### src/shared/awd_params.svh
/*
 * constants for the result formatter and window detector: register
 * addresses, field positions, reset values.
 * assumes it is included by bare name in each file that uses it; the guard skips repeats.
 */
`ifndef AWD_PARAMS_SVH
`define AWD_PARAMS_SVH

// special function register addresses
`define AWD_ADDR_UPPER_LOW 8'hc4
`define AWD_ADDR_UPPER_HIGH 8'hc5
`define AWD_ADDR_LOWER_LOW 8'hc6
`define AWD_ADDR_LOWER_HIGH 8'hc7
`define AWD_ADDR_CONTROL 8'he8
`define AWD_ADDR_RESULT_HIGH 8'hbf
`define AWD_ADDR_RESULT_LOW 8'hbe

// control register fields
`define AWD_BIT_JUSTIFY 0
`define AWD_BIT_MATCH 1

// reset values
`define AWD_RST_UPPER 8'hff
`define AWD_RST_LOWER 8'h00
`define AWD_RST_WORD 16'h0000
`define AWD_RST_BYTE 8'h00
`define AWD_RST_BIT 1'b0

// formatter constants
`define AWD_ZERO_NIBBLE 4'h0

`endif

### src/shared/awd_pkg.sv
/*
 * types shared by the formatter and window detector.
 * assumes awd_params.svh holds the numeric constants.
 */
package awd_pkg;

    // one conversion handed over by the converter core
    typedef struct packed {
        logic valid;        // end of conversion, one cycle
        logic diff;         // differential reading
        logic [11:0] data;  // raw 12-bit result
    } awd_conv_t;

    // register access from the processor side
    typedef struct packed {
        logic wr;           // write strobe
        logic rd;           // read strobe
        logic [7:0] addr;   // register address
        logic [7:0] wdata;  // write data
    } awd_sfr_req_t;

endpackage : awd_pkg

### src/hdl/awd_formatter.sv
/*
 * formatter: turns a raw 12-bit result into the 16-bit data word.
 * assumes the caller registers the word; purely combinational.
 */
`include "awd_params.svh"

module awd_formatter (
    // raw result
    input wire logic [11:0] data_i,
    input wire logic diff_i,
    input wire logic justify_i,
    // formatted word
    output logic [15:0] word_o
);
    import awd_pkg::*;

    // pick the layout from the justify select
    always_comb begin
        if (justify_i) begin
            word_o = {data_i, `AWD_ZERO_NIBBLE};
        end else if (diff_i) begin
            // sign extension of result bit 11
            word_o = {{4{data_i[11]}}, data_i};
        end else begin
            word_o = {`AWD_ZERO_NIBBLE, data_i};
        end
    end

endmodule // awd_formatter

### src/hdl/awd_window_detect.sv
/*
 * result formatter and programmable window detector with its register file.
 * assumes strobes and results are synchronous to clock_i; the converter
 * core pulses conv_i.valid for one cycle per finished conversion.
 */
`include "awd_params.svh"

module awd_window_detect (
    // clock and reset
    input wire logic clock_i,
    input wire logic rst_n_i,
    // converter core
    input wire awd_pkg::awd_conv_t conv_i,
    // register port
    input wire awd_pkg::awd_sfr_req_t sfr_i,
    output logic [7:0] sfr_rdata_o,
    // status
    output logic [15:0] data_word_o,
    output logic window_match_flag_o,
    output logic justify_select_o
);
    import awd_pkg::*;

    // unsigned compares, used for both limits
    function automatic logic above(input logic [15:0] a, input logic [15:0] b);
        above = (a > b);
    endfunction

    // stored state
    logic [7:0] upper_limit_high_r, upper_limit_high_nxt;
    logic [7:0] upper_limit_low_r, upper_limit_low_nxt;
    logic [7:0] lower_limit_high_r, lower_limit_high_nxt;
    logic [7:0] lower_limit_low_r, lower_limit_low_nxt;
    logic justify_r, justify_nxt;         // control bit zero
    logic match_r, match_nxt;             // control bit one
    logic [15:0] word_r, word_nxt;        // result high:low bytes
    logic [7:0] rdata_r, rdata_nxt;       // registered read data

    // derived views
    logic [15:0] upper_word;              // greater-than limit
    logic [15:0] lower_word;              // less-than limit
    logic [15:0] fmt_word;                // new result, formatted now
    logic inband_hit;                     // inside-window match
    logic outband_hit;                    // outside-window match
    logic match_set;                      // hardware set event
    logic ctrl_wr;                        // control register write

    assign upper_word = {upper_limit_high_r, upper_limit_low_r};
    assign lower_word = {lower_limit_high_r, lower_limit_low_r};
    assign ctrl_wr = sfr_i.wr && (sfr_i.addr == `AWD_ADDR_CONTROL);

    // formats with the justify bit in force at end of conversion
    awd_formatter u_fmt (
        .data_i(conv_i.data),
        .diff_i(conv_i.diff),
        .justify_i(justify_r),
        .word_o(fmt_word)
    );

    // window decision on the fresh word, not the stale register
    always_comb begin
        // inside band when lower limit above upper
        inband_hit = above(lower_word, upper_word) && above(fmt_word, upper_word)
            && above(lower_word, fmt_word);
        // outside band otherwise; equal limits fall here
        outband_hit = !above(lower_word, upper_word)
            && (above(lower_word, fmt_word) || above(fmt_word, upper_word));
        // only a new conversion may raise the hardware set of the flag
        match_set = conv_i.valid && (inband_hit || outband_hit);
    end

    // next values of registers, flag and read data
    always_comb begin
        upper_limit_high_nxt = upper_limit_high_r;
        upper_limit_low_nxt = upper_limit_low_r;
        lower_limit_high_nxt = lower_limit_high_r;
        lower_limit_low_nxt = lower_limit_low_r;
        justify_nxt = justify_r;
        match_nxt = match_r;
        word_nxt = word_r;
        rdata_nxt = rdata_r;
        // address decode for writes; result bytes are read only
        if (sfr_i.wr) begin
            if (sfr_i.addr == `AWD_ADDR_UPPER_LOW) begin
                upper_limit_low_nxt = sfr_i.wdata;
            end else if (sfr_i.addr == `AWD_ADDR_UPPER_HIGH) begin
                upper_limit_high_nxt = sfr_i.wdata;
            end else if (sfr_i.addr == `AWD_ADDR_LOWER_LOW) begin
                lower_limit_low_nxt = sfr_i.wdata;
            end else if (sfr_i.addr == `AWD_ADDR_LOWER_HIGH) begin
                lower_limit_high_nxt = sfr_i.wdata;
            end else if (sfr_i.addr == `AWD_ADDR_CONTROL) begin
                justify_nxt = sfr_i.wdata[`AWD_BIT_JUSTIFY];
                match_nxt = sfr_i.wdata[`AWD_BIT_MATCH];
            end
        end
        // hardware only sets; a set beats a same-cycle clear
        if (match_set) begin
            match_nxt = 1'b1;
        end
        // new word captured at end of conversion
        if (conv_i.valid) begin
            word_nxt = fmt_word;
        end
        // read decode; unmapped addresses answer zero
        if (sfr_i.rd) begin
            if (sfr_i.addr == `AWD_ADDR_UPPER_LOW) begin
                rdata_nxt = upper_limit_low_r;
            end else if (sfr_i.addr == `AWD_ADDR_UPPER_HIGH) begin
                rdata_nxt = upper_limit_high_r;
            end else if (sfr_i.addr == `AWD_ADDR_LOWER_LOW) begin
                rdata_nxt = lower_limit_low_r;
            end else if (sfr_i.addr == `AWD_ADDR_LOWER_HIGH) begin
                rdata_nxt = lower_limit_high_r;
            end else if (sfr_i.addr == `AWD_ADDR_CONTROL) begin
                rdata_nxt = `AWD_RST_BYTE;
                rdata_nxt[`AWD_BIT_MATCH] = match_r;
                rdata_nxt[`AWD_BIT_JUSTIFY] = justify_r;
            end else if (sfr_i.addr == `AWD_ADDR_RESULT_HIGH) begin
                rdata_nxt = word_r[15:8];
            end else if (sfr_i.addr == `AWD_ADDR_RESULT_LOW) begin
                rdata_nxt = word_r[7:0];
            end else begin
                rdata_nxt = `AWD_RST_BYTE;
            end
        end
    end

    // register everything
    always_ff @(posedge clock_i or negedge rst_n_i) begin
        if (!rst_n_i) begin
            // upper limit resets to all ones
            upper_limit_high_r <= `AWD_RST_UPPER;
            upper_limit_low_r <= `AWD_RST_UPPER;
            // lower limit resets to all zeros
            lower_limit_high_r <= `AWD_RST_LOWER;
            lower_limit_low_r <= `AWD_RST_LOWER;
            justify_r <= `AWD_RST_BIT;
            match_r <= `AWD_RST_BIT;
            word_r <= `AWD_RST_WORD;
            rdata_r <= `AWD_RST_BYTE;
        end else begin
            upper_limit_high_r <= upper_limit_high_nxt;
            upper_limit_low_r <= upper_limit_low_nxt;
            lower_limit_high_r <= lower_limit_high_nxt;
            lower_limit_low_r <= lower_limit_low_nxt;
            justify_r <= justify_nxt;
            match_r <= match_nxt;
            word_r <= word_nxt;
            rdata_r <= rdata_nxt;
        end
    end

    // outputs straight from flops
    assign sfr_rdata_o = rdata_r;
    assign data_word_o = word_r;
    assign window_match_flag_o = match_r;
    assign justify_select_o = justify_r;
endmodule // awd_window_detect

### config.mk
export PLATFORM = sky130hd
export DESIGN_NAME = awd_window_detect
export DESIGN_NICKNAME = d
export VERILOG_FILES = /design/src/shared/awd_pkg.sv /design/src/hdl/awd_formatter.sv /design/src/hdl/awd_window_detect.sv
export VERILOG_INCLUDE_DIRS = /design/src /design/src/shared
export SDC_FILE = /design/constraint.sdc
export NUM_CORES = 1
export LEC_CHECK = 0
export BUFFER_PORTS_ARGS = -buffer_cell sky130_fd_sc_hd__buf_4
export CAP_MARGIN = 20
export CORE_MARGIN = 4
export CORE_UTILIZATION = 59
export CTS_BUF_LIST = sky130_fd_sc_hd__clkbuf_4 sky130_fd_sc_hd__clkbuf_8
export DETAILED_ROUTE_END_ITERATION = 8
export GPL_TIMING_DRIVEN = 0
export PLACE_DENSITY = 0.86
export SYNTH_ARGS = -nofsm -noshare
export SYNTH_HDL_FRONTEND = slang
export SYNTH_SLANG_ARGS = --single-unit
### constraint.sdc
create_clock -name clock_i -period 3.46 [get_ports clock_i]
set_clock_uncertainty 0.1 [all_clocks]
set_input_delay 0.692 -clock clock_i [delete_from_list [all_inputs] [get_ports clock_i]]
set_output_delay 0.692 -clock clock_i [all_outputs]
set_load 0.01 [all_outputs]
==> results of run 1 <==
## cell type report
type	instances	share of cell area (%)
Multi-Input combinational cell	294	47.51
Sequential cell	58	31.48
Timing Repair Buffer	57	9.154
Clock buffer	14	3.854
Inverter	44	3.533
Tap cell	77	2.061
Buffer	17	1.660
Clock inverter	2	0.7495
## registers in the layout (all words and copies together) (netlist names)
name and count:
sfr_rdata_o 8, lower_limit_low_r 8, justify_select_o 1, upper_limit_low_r 8, window_match_flag_o 1, data_word_o 16, upper_limit_high_r 8, lower_limit_high_r 8
## metal layers
layer  share of wire [%]  GRT usage, %  vias to the layer above  wire length, um
li1                    -             -                     1633                -
met1                  38         34.60                     1719             4428
met2                  48         47.68                      236             5564
met3                 8.9         7.679                       71             1032
met4                 5.1         16.22                        0              587
met5                   0             0                        -                0
## cells by family after synthesis
kind of cell               after synthesis  synth area share (%)
AOI/OAI and AO/OA                      105                 16.42
adders and majority gates               48                 15.25
buffers and inverters                   62                 6.258
DFF                                     58                 37.36
muxes                                   42                 11.63
and+or+nand+nor                         99                 13.09
## path summary, 6_finish.rpt
check,end,cells after the start
hold reg to reg,sfr_rdata_o[1],2
setup reg to reg,window_match_flag_o,10
setup / recovery,window_match_flag_o,10
min in group clock_i,sfr_rdata_o[1],2
hold / removal,sfr_rdata_o[1],1
max in group asynchronous,data_word_o[7],1
## report_power, final
part | switching (W) | internal, W
sequential | 0.0000419 | 0.000733
clock | 0.000278 | 0.000407
combinational | 0.000197 | 0.000153
## critical path, delay by kind of cell (launching register included)
kind / cells / cell delay (ps)
AO/OA/AOI/OAI: 6 / 1270
adder cells (fa/ha/maj): 1 / 360
buffers and inverters: 1 / 320
flip-flops: 1 / 570
multiplexers: 1 / 480
AND/OR/NAND/NOR: 1 / 100
## stage by stage
step	util, %	total power, W	hold slack [ps]	setup slack [ps]	std cells
final	72.78	0.001810	302.1	142.8	563
after global routing	72.78	0.001889	359.0	19.08	563
after CTS	72.84	0.001806	319.7	111.1	564
after detailed placement	69.49	0.001124	424.9	139.1	548
after global placement	69.49	0.001103	410.8	278.9	548
after floorplan	-	0.0009655	296.4	728.0	414
## cells in the final DEF (no fill, tap or decap), types with 3 or more instances in the layout
cell / n
nand2_1: 29
nand4_1: 8
a21o_1: 5
o21ai_0: 22
nand2b_1: 4
ha_1: 48
nor2_1: 15
buf_4: 58
dfstp_2: 16
nor2b_1: 14
mux2i_1: 12
o211ai_1: 3
o311a_1: 5
nand3_1: 12
buf_2: 7
a21oi_1: 37
clkbuf_8: 12
a211oi_1: 5
inv_1: 44
a31oi_1: 5
dfrtp_1: 42
o22ai_1: 11
mux2_2: 30
clkbuf_1: 7
==> run metrics, run 1 <==
status=finished, final reports clean; post_cts resized=0; Final Max Slew Viols=0; drt total wl=11,610 um; DRC viols=0; Fin Setup TNS=0 ps; IO Pins=60; vias in the first global route=3,727; Critical Path Sink Type=flop; core area=6422 um^2; synth warn=0; final hold vios=0; Root Buffer=clkbuf_8; number of diodes=0; Worst EP arrival=3450 ps; CP Cell Sequence=buf_2 > mux2i_1 > ha_1 > a21oi_1 > o21ai_0 > a221o_1 > a211oi_1 > a21oi_1 > o2111ai_1 > nand3_1; Tightest Hold Check Type=in2async; startpoint types=flop; register clock-pin slew on the reported worst setup and hold paths=70 ps; Max Freq=301.5 MHz; Initial DRT Pass Iterations=5; Starting Density=61.33%; min Tclk post-route=3317 ps; Tot GR Track Use=29.04%; area occupied by registers=1471 um^2; RD Place Congestion=0.9446; CTS tree=done; DP Area=4463 um^2; DR vias=3,659; DRT iter0 DRCs=382; most frequent cells after synthesis=ha_1, inv_1, dfrtp_1; post-synth cell types=46; RR Startpoint=justify_select_o; Worst Path Required=3590 ps; first-pass GRT wire length=18,470 um; GRT overflow=0; initial antenna violation count=0; Max Cap Violations=0; Post-Syn Instances=414; most common cell in the netlist=ha_1; power density cells=387.2 nW/um^2; LEAKAGE=2.331 nW; synthesized area per cell=9.514 um^2; detailed placement HPWL=8748 um; Rel. slew slack=51.27%; r2r setup slk=140 ps; CTS max path bufs=2; final setup fails=0; DR WL/cell=20.63 um; FF+latch count, synth=58; Synth async-reset ratio=100.0%; via density per instance=6.499; max incr delay on CP=570 ps; CTS Buf Count=9; clock sinks=58; worst skew pair latency=350 ps; number of synthesized flops with an enable pin=0; area occupied by multi-input gates=2221 um^2; Worst Tran Pin Value=731.0 ps; cell taking the most area after synthesis=dfrtp_1; Area contributors post-synth=dfrtp_1, ha_1, dfstp_2; Crit-path slowest cell=dfrtp_1; Die W=89.71 um; synthesized net count=496; Port Buffers=57; synthesized area=3939 um^2; largest net degree at the start of global routing=59; layout cell share with drive strength beyond 1=27.16%; cts hold-fix bufs=0; post-synth top area share=26.68%; fin crit share=95.87%; worst vdd ir=0.0002690 V; area delta synth->final=18.68%; # nets final=563; # Post-CTS Setup Buffers=0; maximum fanout along the worst path=11; Top cell by count, worst path=a21oi_1; RSZ-0062 raised after global routing=false; Die ar.=8047 um^2; fillers=466; sequential share of the synthesized area=37.36%; Critical Path Source=justify_select_o; WS Path Type=reg2reg; Final Instance Area=4674 um^2; Cell Rows=29; commonest register cell after synthesis=dfrtp_1; die height=89.71 um; remaining antenna violation count=0; Max H-tree Level=3
Note: power is estimated with default switching activity, not from simulation.
==> run 2, diff against run 1 <==
--- a/config.mk
+++ b/config.mk
@@ -6,14 +6,15 @@
 export SDC_FILE = /design/constraint.sdc
 export NUM_CORES = 1
 export LEC_CHECK = 0
+export ABC_AREA = 1
 export BUFFER_PORTS_ARGS = -buffer_cell sky130_fd_sc_hd__buf_4
 export CAP_MARGIN = 20
 export CORE_MARGIN = 4
-export CORE_UTILIZATION = 59
+export CORE_UTILIZATION = 60
 export CTS_BUF_LIST = sky130_fd_sc_hd__clkbuf_4 sky130_fd_sc_hd__clkbuf_8
 export DETAILED_ROUTE_END_ITERATION = 8
 export GPL_TIMING_DRIVEN = 0
-export PLACE_DENSITY = 0.86
+export PLACE_DENSITY = 0.87
 export SYNTH_ARGS = -nofsm -noshare
 export SYNTH_HDL_FRONTEND = slang
 export SYNTH_SLANG_ARGS = --single-unit
==> run 2 against run 1 <==
Net effect: sequential power down 2%; final cell count grew 23%; die area is 2.7% higher; critical path depth rose by 3; routed wire length decreased by 0.11%; synthesized area increased by 4.8%; final area grew 4.5%; hold slack got worse by 21 ps; sequential share of layout area is 1.3 points lower; highest routed layer unchanged.
==> run metrics, run 2 <==
status=finished, final reports clean (unchanged); Max H-tree Level=3 (unchanged); Final Max Slew Viols=0 (unchanged); Reg2Reg Depth=13 (was 10); final worst slack=618.5 ps (was 142.8 ps); Max Cap Violations=0 (unchanged); clock sinks=58 (unchanged); Tightest Hold Check Type=in2async (unchanged); DR vias=3,954 (was 3,659); final setup fails=0 (unchanged); Tot GR Track Use=28.86% (was 29.04%); Starting Density=63.53% (was 61.33%); IO Pins=60 (unchanged); DRT iter0 DRCs=259 (was 382); RR Startpoint=justify_select_o (unchanged); area occupied by multi-input gates=2291 um^2 (was 2221 um^2); fin crit share=82.12% (was 95.87%); startpoint types=flop (unchanged); CTS Buf Count=9 (unchanged); layout cell share with drive strength beyond 1=23.00% (was 27.16%); vias in the first global route=3,703 (was 3,727); initial antenna violation count=0 (unchanged); GRT overflow=0 (unchanged); largest family of logic cells by synthesized area=simple AND/OR/NAND/NOR gates (was compound AO/OA/AOI/OAI gates); RSZ-0062 raised after global routing=false (unchanged); via density per instance=5.730 (was 6.499); Die W=90.93 um (was 89.71 um); worst vdd ir=0.0003359 V (was 0.0002690 V); detailed placement HPWL=9228 um (was 8748 um); Compound-Gate Fraction of Synth Area=16.65% (was 16.42%); most frequent cells in the layout=nand2_1, inv_1, buf_4, ha_1, o21ai_0 (was buf_4, ha_1, inv_1, dfrtp_1, a21oi_1); mux contribution to synthesized area=0% (was 11.63%); Area contributors post-synth=dfrtp_1, ha_1, nand2_1 (was dfrtp_1, ha_1, dfstp_2); fillers=505 (was 466); Max Freq=351.9 MHz (was 301.5 MHz); synth warn=0 (unchanged); LEAKAGE=2.521 nW (was 2.331 nW); Synth async-reset ratio=100.0% (unchanged); Worst Tran Pin Value=714.9 ps (was 731.0 ps); Critical Path Source=justify_select_o (unchanged); synthesized net count=621 (was 496); first-pass GRT wire length=18,630 um (was 18,470 um); most frequent cells after synthesis=nand2_1, inv_1, ha_1 (was ha_1, inv_1, dfrtp_1); Initial DRT Pass Iterations=5 (unchanged); area occupied by registers=1471 um^2 (unchanged); core area=6495 um^2 (was 6422 um^2); Fin Setup TNS=0 ps (unchanged); area delta synth->final=18.34% (was 18.68%); CTS tree=done (unchanged); # nets final=690 (was 563); synthesized area=4126 um^2 (was 3939 um^2); number of synthesized flops with an enable pin=0 (unchanged); RD Place Congestion=0.9477 (was 0.9446); max reg flops=16 (unchanged); Worst EP arrival=2970 ps (was 3450 ps); cell taking the most area after synthesis=dfrtp_1 (unchanged); Die ar.=8268 um^2 (was 8047 um^2); Worst Path Required=3590 ps (about the same); Rel. slew slack=52.34% (was 51.27%); largest net degree at the start of global routing=59 (unchanged); DRC viols=0 (unchanged); Root Buffer=clkbuf_8 (unchanged); final hold vios=0 (unchanged); commonest register cell after synthesis=dfrtp_1 (unchanged); WS Path Type=reg2reg (unchanged); Cell Rows=29 (unchanged); # Post-CTS Setup Buffers=0 (unchanged); post_cts resized=0 (unchanged); synthesized area per cell=7.656 um^2 (was 9.514 um^2); post-synth cell types=31 (was 46); Port Buffers=58 (was 57); sequential share of the synthesized area=35.66% (was 37.36%); Synth Area in Adders=14.55% (was 15.25%); Post-Syn Instances=539 (was 414); min Tclk post-route=2841 ps (was 3317 ps); power density cells=375.6 nW/um^2 (was 387.2 nW/um^2); post-synth top area share=25.47% (was 26.68%); die height=90.93 um (was 89.71 um); cts hold-fix bufs=0 (unchanged); setup slack after placement=637.0 ps (was 139.1 ps); maximum fanout along the worst path=10 (was 11); remaining antenna violation count=0 (unchanged); CTS max path bufs=2 (unchanged); FF+latch count, synth=58 (unchanged); xor-xnor portion of the synthesized cell area=0% (unchanged); worst skew pair latency=360 ps (was 350 ps); Post-Synth Simple-Gate Area=24.32% (was 13.09%); DR WL/cell=16.81 um (was 20.63 um); commonest non-fill, non-tap cell in the layout=nand2_1 (was buf_4); number of diodes=0 (unchanged); most common cell in the netlist=nand2_1 (was ha_1); register clock-pin slew on the reported worst setup and hold paths=80 ps (was 70 ps); drt total wl=11,600 um (was 11,610 um); Critical Path Sink Type=flop (unchanged)
-- run 2: cells by family after synthesis --
kind of cell	Yosys count
simple gates	227
compound gates	117
buf+inv	89
flops	58
fa+ha+maj	48
-- run 2: critical path: stages, from the launching register on --
cell     delay (ps)
dfrtp_1         390
buf_2           170
inv_1           210
o21ai_0         180
o21ai_0         220
inv_1           100
ha_1            290
nand2_1          80
nor4_1          560
nand3_1         130
nand2_1         100
nand2_1          60
nand2_1          70
nand2_1          50
-- run 2: worst paths after layout --
check,endpoint,slack (ps)
max,window_match_flag_o,620
min,sfr_rdata_o[1],280
max reg2reg,window_match_flag_o,620
min reg2reg,upper_limit_low_r[1],390
max in group asynchronous,lower_limit_high_r[4],2490
min in group clock_i,upper_limit_low_r[1],390
-- run 2: cell type report --
type                    instances  area share, %
well taps                      77          1.973
plain buffers                  11          1.460
flip-flops and latches         58          30.13
inverters                      78          5.995
clock inverters                 7          2.075
clock buffers                   9          2.537
multi-input cells             392          46.91
repair buffers                 58          8.916
-- run 2: report_power, final --
part	internal, W	switching [W]
clock	0.000410	0.000308
sequential	0.000718	0.0000397
combinational	0.000140	0.000219
-- run 2: stage by stage --
stage	power (W)	cell area [um^2]	utilization (%)	instances	hold slack (ps)
2_1_floorplan	0.0009706	4126	-	539	296.4
3_3_place_gp	0.001106	4658	71.72	674	366.8
3_5_place_dp	0.001122	4658	71.72	674	366.9
4_1_cts	0.001835	4883	75.19	690	313.1
5_1_grt	0.001933	4883	75.19	690	331.7
6_report	0.001834	4883	75.19	690	281.2
-- run 2: per-layer routing --
metal,global-route usage (%),routed length [um],vias to the layer above
li1,-,-,1905
met1,38.29,4863,1793
met2,44.21,5165,202
met3,6.198,1009,54
met4,15.58,561,0
met5,0,0,-
